File: src/slx_pkg.sv
/*
  slx_pkg: constants and carrier types for the sixteen-bit load executor.
  assumes a single 40 MHz clock; no software-visible registers.
*/
package slx_pkg;
  localparam logic [7:0] PFX_IDX1     = 8'hDD; // first index prefix
  localparam logic [7:0] PFX_IDX2     = 8'hFD; // second index prefix
  localparam logic [7:0] PFX_EXT      = 8'hED; // extended prefix
  localparam logic [7:0] OPC_LDI_IDX  = 8'h21; // index load immediate
  localparam logic [7:0] OPC_LDM_HL   = 8'h2A; // pair/index load memory
  localparam logic [7:0] OPC_STM_HL   = 8'h22; // pair/index store memory
  localparam logic [7:0] MSK_LDI      = 8'hCF; // 00dd0001 pattern mask
  localparam logic [7:0] PAT_LDI      = 8'h01;
  localparam logic [7:0] PAT_EXT_LD   = 8'h4B; // 01dd1011
  localparam logic [7:0] PAT_EXT_ST   = 8'h43; // 01dd0011
  localparam int         SEL_LSB      = 4;     // pair field at bits 5:4
  localparam logic [1:0] SEL_FIRST    = 2'h0;
  localparam logic [1:0] SEL_SECOND   = 2'h1;
  localparam logic [1:0] SEL_THIRD    = 2'h2;
  localparam logic [1:0] SEL_STACK    = 2'h3;
  localparam logic [7:0] FLAGS_RST    = 8'h00;
  localparam logic [15:0] WORD_RST    = 16'h0000;
  // machine-cycle lengths in clock states
  localparam logic [2:0] T_FETCH      = 3'h4;
  localparam logic [2:0] T_MEM        = 3'h3;

  typedef enum logic [5:0] {
    SLX_FETCH = 6'b000001, // opcode or prefix fetch, 4 states
    SLX_OPLO  = 6'b000010, // operand low byte read
    SLX_OPHI  = 6'b000100, // operand high byte read
    SLX_MEMLO = 6'b001000, // data low byte at address
    SLX_MEMHI = 6'b010000, // data high byte at address+1
    SLX_DONE  = 6'b100000  // one-cycle completion
  } slx_state_t;

  typedef enum logic [2:0] {
    SLX_K_IMM = 3'h0, SLX_K_LOAD = 3'h1, SLX_K_STORE = 3'h2,
    SLX_K_NONE = 3'h3
  } slx_kind_t;

  typedef enum logic [2:0] {
    SLX_D_FIRST = 3'h0, SLX_D_SECOND = 3'h1, SLX_D_THIRD = 3'h2,
    SLX_D_STACK = 3'h3, SLX_D_IDX1 = 3'h4, SLX_D_IDX2 = 3'h5
  } slx_dest_t;

  // register bank carried as one unit
  typedef struct packed {
    logic [15:0] first_pair;
    logic [15:0] second_pair;
    logic [15:0] third_pair;
    logic [15:0] stack_pointer;
    logic [15:0] index_reg_first;
    logic [15:0] index_reg_second;
  } slx_regs_t;

  // memory cycle request
  typedef struct packed {
    logic        rd;
    logic        wr;
    logic [15:0] addr;
    logic [7:0]  wdata;
  } slx_mem_t;
endpackage

File: src/slx_exec.sv
/*
  slx_exec: decodes and runs the sixteen-bit load group of the cpu core:
  immediate loads of pairs and index registers, loads of pairs and index
  registers from a memory word, and stores of them to a memory word.
  one machine cycle at a time: fetch 4 states, operand and data reads or
  writes 3 states each; the register bank changes only at the last state.
  assumes memory answers MEM_RDATA at the last state of each read cycle
  and that opcode bytes come through the same memory port at PC.
  assumes START is a one-cycle request given only while BUSY is low, and
  that the core merges FLAGS_OUT back untouched: this group sets no flag.
  stack-pointer transfers, push, pop and the second index store are not
  here; they come back as ILLEGAL for the core to run.
*/
// Function
// - load-immediate-pair puts operand word into the pair chosen by bits 5:4
// - pair field: 00 first, 01 second, 10 third, 11 stack pointer
// - first operand byte is the low byte, second the high byte
// - load-immediate-pair takes 10 states: 4, 3, 3
// - prefix DD, 21 loads first index immediately in 14 states 4,4,3,3
// - prefix FD, 21 loads second index with the same timing
// - 2A loads third pair low from address, high from address+1, 16 states
// - ED 01dd1011 loads chosen pair from address and address+1, 20 states
// - DD 2A loads first index from address and address+1, 20 states
// - FD 2A loads second index from address and address+1, 20 states
// - 22 stores third pair low at address, high at address+1, 16 states
// - ED 01dd0011 stores chosen pair low then high, 20 states
// - DD 22 stores first index low at address, high at address+1
// - no instruction in this group alters a condition flag
`timescale 1ns/1ps
`default_nettype none
module slx_exec (
  input  wire logic              MCLK,
  input  wire logic              RESET,
  input  wire logic              START,
  input  wire logic [15:0]       PC_IN,
  input  wire logic [7:0]        MEM_RDATA,
  input  wire logic [7:0]        FLAGS_IN,
  output logic                   MEM_RD,
  output logic                   MEM_WR,
  output logic [15:0]            MEM_ADDR,
  output logic [7:0]             MEM_WDATA,
  output logic                   BUSY,
  output logic                   DONE,
  output logic                   ILLEGAL,
  output logic [7:0]             FLAGS_OUT,
  output slx_pkg::slx_regs_t     REGS
);
  typedef struct packed {
    slx_pkg::slx_state_t st;
    logic [2:0]          tcnt;
    logic [15:0]         pc;
    logic [7:0]          prefix;
    slx_pkg::slx_kind_t  kind;
    slx_pkg::slx_dest_t  dest;
    logic [15:0]         oper;
    logic [7:0]          lo_byte;
    slx_pkg::slx_regs_t  regs;
    slx_pkg::slx_mem_t   mem;
    logic                busy;
    logic                done;
    logic                illegal;
    logic [7:0]          flags;
  } slx_all_t;

  slx_all_t s_ff;
  slx_all_t nxt_s;

  // pair field to destination code
  function automatic slx_pkg::slx_dest_t pair_dest(input logic [7:0] op);
    logic [1:0] f;
    f = op[slx_pkg::SEL_LSB +: 2];
    case (f)
      slx_pkg::SEL_FIRST:  pair_dest = slx_pkg::SLX_D_FIRST;
      slx_pkg::SEL_SECOND: pair_dest = slx_pkg::SLX_D_SECOND;
      slx_pkg::SEL_THIRD:  pair_dest = slx_pkg::SLX_D_THIRD;
      default:             pair_dest = slx_pkg::SLX_D_STACK;
    endcase
  endfunction

  // read the register that a destination code names
  function automatic logic [15:0] get_reg(input slx_pkg::slx_regs_t r,
                                          input slx_pkg::slx_dest_t d);
    case (d)
      slx_pkg::SLX_D_FIRST:  get_reg = r.first_pair;
      slx_pkg::SLX_D_SECOND: get_reg = r.second_pair;
      slx_pkg::SLX_D_THIRD:  get_reg = r.third_pair;
      slx_pkg::SLX_D_STACK:  get_reg = r.stack_pointer;
      slx_pkg::SLX_D_IDX1:   get_reg = r.index_reg_first;
      default:               get_reg = r.index_reg_second;
    endcase
  endfunction

  // write one register, leave the rest
  function automatic slx_pkg::slx_regs_t put_reg(
      input slx_pkg::slx_regs_t r, input slx_pkg::slx_dest_t d,
      input logic [15:0] v);
    put_reg = r;
    case (d)
      slx_pkg::SLX_D_FIRST:  put_reg.first_pair       = v;
      slx_pkg::SLX_D_SECOND: put_reg.second_pair      = v;
      slx_pkg::SLX_D_THIRD:  put_reg.third_pair       = v;
      slx_pkg::SLX_D_STACK:  put_reg.stack_pointer    = v;
      slx_pkg::SLX_D_IDX1:   put_reg.index_reg_first  = v;
      default:               put_reg.index_reg_second = v;
    endcase
  endfunction

  // a read cycle on the next clock
  function automatic slx_pkg::slx_mem_t rd_at(input logic [15:0] a);
    rd_at = '{rd: 1'b1, wr: 1'b0, addr: a, wdata: 8'h00};
  endfunction

  // a quiet bus: no strobe, address and data parked at zero
  function automatic slx_pkg::slx_mem_t mem_idle();
    mem_idle = '{rd: 1'b0, wr: 1'b0, addr: 16'h0000, wdata: 8'h00};
  endfunction

  // opcode with its pair field masked out, for the pair-coded forms
  function automatic logic [7:0] op_group(input logic [7:0] op);
    op_group = op & slx_pkg::MSK_LDI;
  endfunction

  // one of the three prefix bytes that open a second fetch
  function automatic logic is_prefix(input logic [7:0] op);
    is_prefix = (op == slx_pkg::PFX_IDX1) || (op == slx_pkg::PFX_IDX2) ||
                (op == slx_pkg::PFX_EXT);
  endfunction

  // next-state logic: every machine cycle counts its states in tcnt
  always_comb begin
    logic        last;
    logic [15:0] adr1;
    logic [15:0] word;
    logic [15:0] src;
    nxt_s = s_ff;
    last = 1'b0;
    adr1 = s_ff.oper + 16'h0001;
    word = {MEM_RDATA, s_ff.lo_byte};
    src = get_reg(s_ff.regs, s_ff.dest);
    // pulses last one cycle; flags pass through one cycle late
    nxt_s.done = 1'b0;
    nxt_s.illegal = 1'b0;
    nxt_s.flags = FLAGS_IN;
    // count down the states of the running machine cycle
    if (s_ff.busy) begin
      nxt_s.tcnt = s_ff.tcnt - 3'h1;
      last = (s_ff.tcnt == 3'h1);
    end
    case (s_ff.st)
      slx_pkg::SLX_FETCH: begin
        // idle: bus quiet until the core hands over an opcode address
        if (!s_ff.busy) begin
          nxt_s.mem = mem_idle();
          if (START) begin
            // opcode fetch at the core's address, four states
            nxt_s.busy = 1'b1;
            nxt_s.pc = PC_IN;
            nxt_s.prefix = 8'h00;
            nxt_s.tcnt = slx_pkg::T_FETCH;
            nxt_s.mem = rd_at(PC_IN);
          end
        end else if (last) begin
          nxt_s.pc = s_ff.pc + 16'h0001;
          nxt_s.kind = slx_pkg::SLX_K_NONE;
          nxt_s.dest = pair_dest(MEM_RDATA);
          // only one prefix is honoured; a second one decodes as opcode
          if (s_ff.prefix == 8'h00 && is_prefix(MEM_RDATA)) begin
            // prefix: second 4-state fetch
            nxt_s.prefix = MEM_RDATA;
            nxt_s.tcnt = slx_pkg::T_FETCH;
            nxt_s.mem = rd_at(s_ff.pc + 16'h0001);
          end else begin
            case (s_ff.prefix)
              // unprefixed: pair immediate, third pair to and from memory
              8'h00: begin
                if (op_group(MEM_RDATA) == slx_pkg::PAT_LDI)
                  nxt_s.kind = slx_pkg::SLX_K_IMM;
                else if (MEM_RDATA == slx_pkg::OPC_LDM_HL)
                  nxt_s.kind = slx_pkg::SLX_K_LOAD;
                else if (MEM_RDATA == slx_pkg::OPC_STM_HL)
                  nxt_s.kind = slx_pkg::SLX_K_STORE;
                if (MEM_RDATA == slx_pkg::OPC_LDM_HL ||
                    MEM_RDATA == slx_pkg::OPC_STM_HL)
                  nxt_s.dest = slx_pkg::SLX_D_THIRD;
              end
              // extended prefix: any pair to or from memory
              slx_pkg::PFX_EXT: begin
                if (op_group(MEM_RDATA) == slx_pkg::PAT_EXT_LD)
                  nxt_s.kind = slx_pkg::SLX_K_LOAD;
                else if (op_group(MEM_RDATA) == slx_pkg::PAT_EXT_ST)
                  nxt_s.kind = slx_pkg::SLX_K_STORE;
              end
              // index prefixes: the pair field no longer applies
              default: begin
                nxt_s.dest = (s_ff.prefix == slx_pkg::PFX_IDX1) ?
                             slx_pkg::SLX_D_IDX1 : slx_pkg::SLX_D_IDX2;
                if (MEM_RDATA == slx_pkg::OPC_LDI_IDX)
                  nxt_s.kind = slx_pkg::SLX_K_IMM;
                else if (MEM_RDATA == slx_pkg::OPC_LDM_HL)
                  nxt_s.kind = slx_pkg::SLX_K_LOAD;
                else if (MEM_RDATA == slx_pkg::OPC_STM_HL &&
                         s_ff.prefix == slx_pkg::PFX_IDX1)
                  nxt_s.kind = slx_pkg::SLX_K_STORE;
              end
            endcase
            if (nxt_s.kind == slx_pkg::SLX_K_NONE) begin
              // not in this group: hand back to the core at once
              nxt_s.busy = 1'b0;
              nxt_s.illegal = 1'b1;
              nxt_s.mem = mem_idle();
            end else begin
              nxt_s.st = slx_pkg::SLX_OPLO;
              nxt_s.tcnt = slx_pkg::T_MEM;
              nxt_s.mem = rd_at(s_ff.pc + 16'h0001);
            end
          end
        end
      end
      // first operand byte: low half of the word or address
      slx_pkg::SLX_OPLO: if (last) begin
        nxt_s.oper[7:0] = MEM_RDATA;
        nxt_s.pc = s_ff.pc + 16'h0001;
        nxt_s.st = slx_pkg::SLX_OPHI;
        nxt_s.tcnt = slx_pkg::T_MEM;
        nxt_s.mem = rd_at(s_ff.pc + 16'h0001);
      end

      // second operand byte: an immediate ends here, the rest go to memory
      slx_pkg::SLX_OPHI: if (last) begin
        nxt_s.oper[15:8] = MEM_RDATA;
        nxt_s.pc = s_ff.pc + 16'h0001;
        nxt_s.tcnt = slx_pkg::T_MEM;
        if (s_ff.kind == slx_pkg::SLX_K_IMM) begin
          nxt_s.regs = put_reg(s_ff.regs, s_ff.dest,
                               {MEM_RDATA, s_ff.oper[7:0]});
          nxt_s.st = slx_pkg::SLX_DONE;
          nxt_s.mem.rd = 1'b0;
        end else begin
          // write data set up with the address, held the whole cycle
          nxt_s.st = slx_pkg::SLX_MEMLO;
          nxt_s.mem.addr = {MEM_RDATA, s_ff.oper[7:0]};
          nxt_s.mem.rd = (s_ff.kind == slx_pkg::SLX_K_LOAD);
          nxt_s.mem.wr = (s_ff.kind == slx_pkg::SLX_K_STORE);
          nxt_s.mem.wdata = src[7:0];
        end
      end

      // low data byte at the operand address
      slx_pkg::SLX_MEMLO: if (last) begin
        nxt_s.lo_byte = MEM_RDATA;
        nxt_s.st = slx_pkg::SLX_MEMHI;
        nxt_s.tcnt = slx_pkg::T_MEM;
        nxt_s.mem.addr = adr1;
        nxt_s.mem.wdata = src[15:8];
      end

      // high byte at address plus one; a load writes the bank only now
      slx_pkg::SLX_MEMHI: if (last) begin
        if (s_ff.kind == slx_pkg::SLX_K_LOAD)
          nxt_s.regs = put_reg(s_ff.regs, s_ff.dest, word);
        nxt_s.st = slx_pkg::SLX_DONE;
        nxt_s.mem = mem_idle();
      end

      slx_pkg::SLX_DONE: begin
        // done pulses in the cycle after this one, two cycles after the last state
        nxt_s.done = 1'b1;
        nxt_s.busy = 1'b0;
        nxt_s.st = slx_pkg::SLX_FETCH;
        nxt_s.mem = mem_idle();
      end

      // a stray state code falls back to the fetch
      default: nxt_s.st = slx_pkg::SLX_FETCH;
    endcase
  end

  // state register, synchronous reset
  always_ff @(posedge MCLK) begin
    if (RESET) begin
      // bank zeroed, bus idle, no pulse pending
      s_ff <= '0;
      s_ff.st <= slx_pkg::SLX_FETCH;
      s_ff.kind <= slx_pkg::SLX_K_NONE;
      s_ff.regs <= '{default: slx_pkg::WORD_RST};
      s_ff.flags <= slx_pkg::FLAGS_RST;
    end else begin
      s_ff <= nxt_s;
    end
  end

  // every output comes straight from the state register
  assign MEM_RD    = s_ff.mem.rd;
  assign MEM_WR    = s_ff.mem.wr;
  assign MEM_ADDR  = s_ff.mem.addr;
  assign MEM_WDATA = s_ff.mem.wdata;
  assign BUSY      = s_ff.busy;
  assign DONE      = s_ff.done;
  assign ILLEGAL   = s_ff.illegal;
  assign FLAGS_OUT = s_ff.flags;
  assign REGS      = s_ff.regs;
endmodule
`default_nettype wire

File: config.mk
export PLATFORM = sky130hd
export DESIGN_NAME = slx_exec
export DESIGN_NICKNAME = d
export VERILOG_FILES = /design/src/slx_pkg.sv /design/src/slx_exec.sv
export SDC_FILE = /design/constraint.sdc
export NUM_CORES = 1
export LEC_CHECK = 0
export BUFFER_PORTS_ARGS = -buffer_cell sky130_fd_sc_hd__buf_2
export CAP_MARGIN = 20
export CORE_ASPECT_RATIO = 0.8
export CORE_UTILIZATION = 25
export DETAILED_ROUTE_END_ITERATION = 10
export SLEW_MARGIN = 15
export SYNTH_ARGS = -nofsm -noshare
export SYNTH_HDL_FRONTEND = slang
export SYNTH_SLANG_ARGS = --single-unit
File: constraint.sdc
create_clock -name MCLK -period 3.4 [get_ports MCLK]
set_clock_uncertainty 0.1 [all_clocks]
set_input_delay 0.17 -clock MCLK [delete_from_list [all_inputs] [get_ports MCLK]]
set_output_delay 0.17 -clock MCLK [all_outputs]
set_load 0.1 [all_outputs]
==> flow_metrics.env <==
export IMPL_status="finished with violations"
export IMPL_violations="DRC"
export IMPL_synth_area_um2=10600
export IMPL_hold_viol_final=0
export IMPL_ys_seq_elements=195
export IMPL_port_buffer_count=167
export IMPL_num_antenna_cells=0
export IMPL_yosys_most_used_dff="dfxtp_1"
export IMPL_clk_path_buf_depth=2
export IMPL_dp_hpwl_um=26900
export IMPL_gr_total_overflow=0
export IMPL_drive_gt1_share_pct=19.6
export IMPL_leakagePower_nw=4.41
export IMPL_hold_class="in -> reg"
export IMPL_rows=67
export IMPL_ys_warn_count=0
export IMPL_core_area_um2=41800
export IMPL_design_area_um2=11900
export IMPL_syn_nets=1349
export IMPL_post_synth_inst_count=1310
export IMPL_postCtsHoldBufs=23
export IMPL_grt_pass1_wl_um=55100
export IMPL_numCtsBuffers=17
export IMPL_crit_type="reg -> reg"
export IMPL_crit_path_end_kind="flip-flop"
export IMPL_rsz0062_at_grt="no"
export IMPL_grt_pass1_vias=8838
export IMPL_maxSlewViolCount=0
export IMPL_start_util_pct=25.3
export IMPL_ir_worst_vdd_v=0.000348
export IMPL_grt_max_degree=157
export IMPL_nNetsFinal=1371
export IMPL_ios=168
export IMPL_slew_headroom_pct=40.4
export IMPL_wirelength_um=36400
export IMPL_max_freq_mhz=349
export IMPL_die_height_um=186
export IMPL_gp_congestion=0.887
export IMPL_drt_first_iter_violations=747
export IMPL_worst_pin_slew_ps=870
export IMPL_fillCellCount=4474
export IMPL_reg2reg_from="s_ff[195]"
export IMPL_grt_util_all_layers_pct=16.8
export IMPL_crit_path_start="s_ff[195]"
export IMPL_finalSetupViolCount=0
export IMPL_cap_violations=0
export IMPL_fp_dieW_um=232
export IMPL_postPlaceCellArea_um2=11100
export IMPL_synth_cell_types=71
export IMPL_post_cts_resize_count=0
export IMPL_wl_per_cell_um=19.2
export IMPL_min_period_ps=2860
export IMPL_final_cell_mix="195 x dfxtp_1, 166 x buf_2, 162 x nor2_1"
export IMPL_ys_seq_area_share_pct=36.9
export IMPL_cts_sinks=195
export IMPL_die_area_um2=43100
export IMPL_clkLatencyLatePin_ps=460
export IMPL_drtPass1Iterations=8
export IMPL_crit_fanout=24
export IMPL_fin_crit_sh_pct=84.2
export IMPL_vias=9461
export IMPL_cts_tree="built"
export IMPL_ys_async_sr_fraction_pct=0
export IMPL_cp_arrival_ps=3070
export IMPL_fin_tns_setup_ps=0
export IMPL_antenna_left=0
export IMPL_critPathRequiredTime_ps=3610
export IMPL_hp_start="MEM_RDATA[7]"
export IMPL_clockRootBuffer="clkbuf_16"
export IMPL_cts_setup_buffers=0
export IMPL_clkTransAtPathRegs_ps=90
export IMPL_power_density_nw_per_um2=418
export IMPL_antenna_found_initial=0
export IMPL_drc=1
export IMPL_startpoint_type="flip-flop"
export IMPL_syn_mean_instance_area_um2=8.07
export IMPL_final_common_cell="dfxtp_1"
export IMPL_syn2layout_area_growth_pct=12.8
export IMPL_viasPerCell=4.99
export IMPL_synth_edf_count=0
export IMPL_h_tree_depth=4
## through the flow
stage / total power [mW] / std cells / util, % / hold slack [ps] / worst slack (ps)
2_1_floorplan: 2.77 / 1310 / - / 198 / 412
3_3_place_gp: 2.89 / 1842 / 26.5 / 276 / 619
3_5_place_dp: 2.89 / 1842 / 26.5 / 286 / 538
4_1_cts: 5.04 / 1897 / 28.5 / 29.7 / 524
5_1_grt: 5.16 / 1897 / 28.5 / 41.7 / 385
6_report: 4.99 / 1897 / 28.5 / 39.8 / 536
## critical path, stage by stage, from the launching register on
cell and delay (ps):
dfxtp_1 390, or4_4 580, nor3b_2 260, mux2i_1 150, or3_4 400, nor4_4 140, buf_4 380, mux2i_1 250
nor2_1 60
## report_power, final
part | internal [mW] | total [mW] | switching, mW
clock network | 1.02 | 2.13 | 1.11
registers | 2.32 | 2.35 | 0.0358
logic | 0.132 | 0.505 | 0.373
total | 3.47 | 4.99 | 1.52
## per-layer routing
layer  track usage, %  routed length, µm
met1             23.2              17200
met5                0                  0
met4             3.82                427
met3             3.46               2200
met2             26.5              16500
## layout make-up
| class | instances | area, µm² | share of cell area, % |
|---|---|---|---|
| Inverter | 12 | 45.0 | 0.378 |
| Sequential cell | 195 | 3900 | 32.7 |
| Timing Repair Buffer | 228 | 1380 | 11.6 |
| Clock buffer | 17 | 425 | 3.57 |
| Multi-Input combinational cell | 878 | 5290 | 44.4 |
| Tap cell | 552 | 691 | 5.79 |
| Clock inverter | 15 | 191 | 1.60 |
## final timing paths
check / endpoint / slack [ps] / cells after the start
min reg2reg: s_ff[134] / 360 / 2
max reg2reg: REGS[90] / 540 / 8
max: REGS[90] / 540 / 8
min: REGS[47] / 40 / 3
## state kept, by name, indices dropped and copies added, names as in the netlist
register and cells:
MEM_ADDR 16, REGS 96, DONE 1, FLAGS_OUT 8, BUSY 1, s_ff 62, MEM_WDATA 8, MEM_WR 1
ILLEGAL 1, MEM_RD 1
## synthesized netlist by cell type (14+ instances only)
library cell	instances	share of area, %
nor2_1	162	5.7
a211oi_1	55	3.9
clkbuf_1	69	2.4
buf_2	14	0.66
a22oi_1	14	0.99
o221ai_1	16	1.3
buf_4	128	9.1
nand3_1	49	2.3
xnor2_1	16	1.3
mux2i_1	68	6.4
dfxtp_1	195	37
o21ai_0	42	2.0
a21oi_1	107	5.1
nor3_1	17	0.80
nand2_1	145	5.1
## logic make-up after synthesis
group           Yosys count  synth area share (%)
fa+ha+maj                 4                 0.473
flops                   195                  36.9
simple gates            459                  20.3
xor+xnor                 26                  2.15
mux                      73                  6.97
buf+inv                 237                  13.3
compound gates          316                  19.9
No activity file was read; power rests on OpenSTA's default activity.
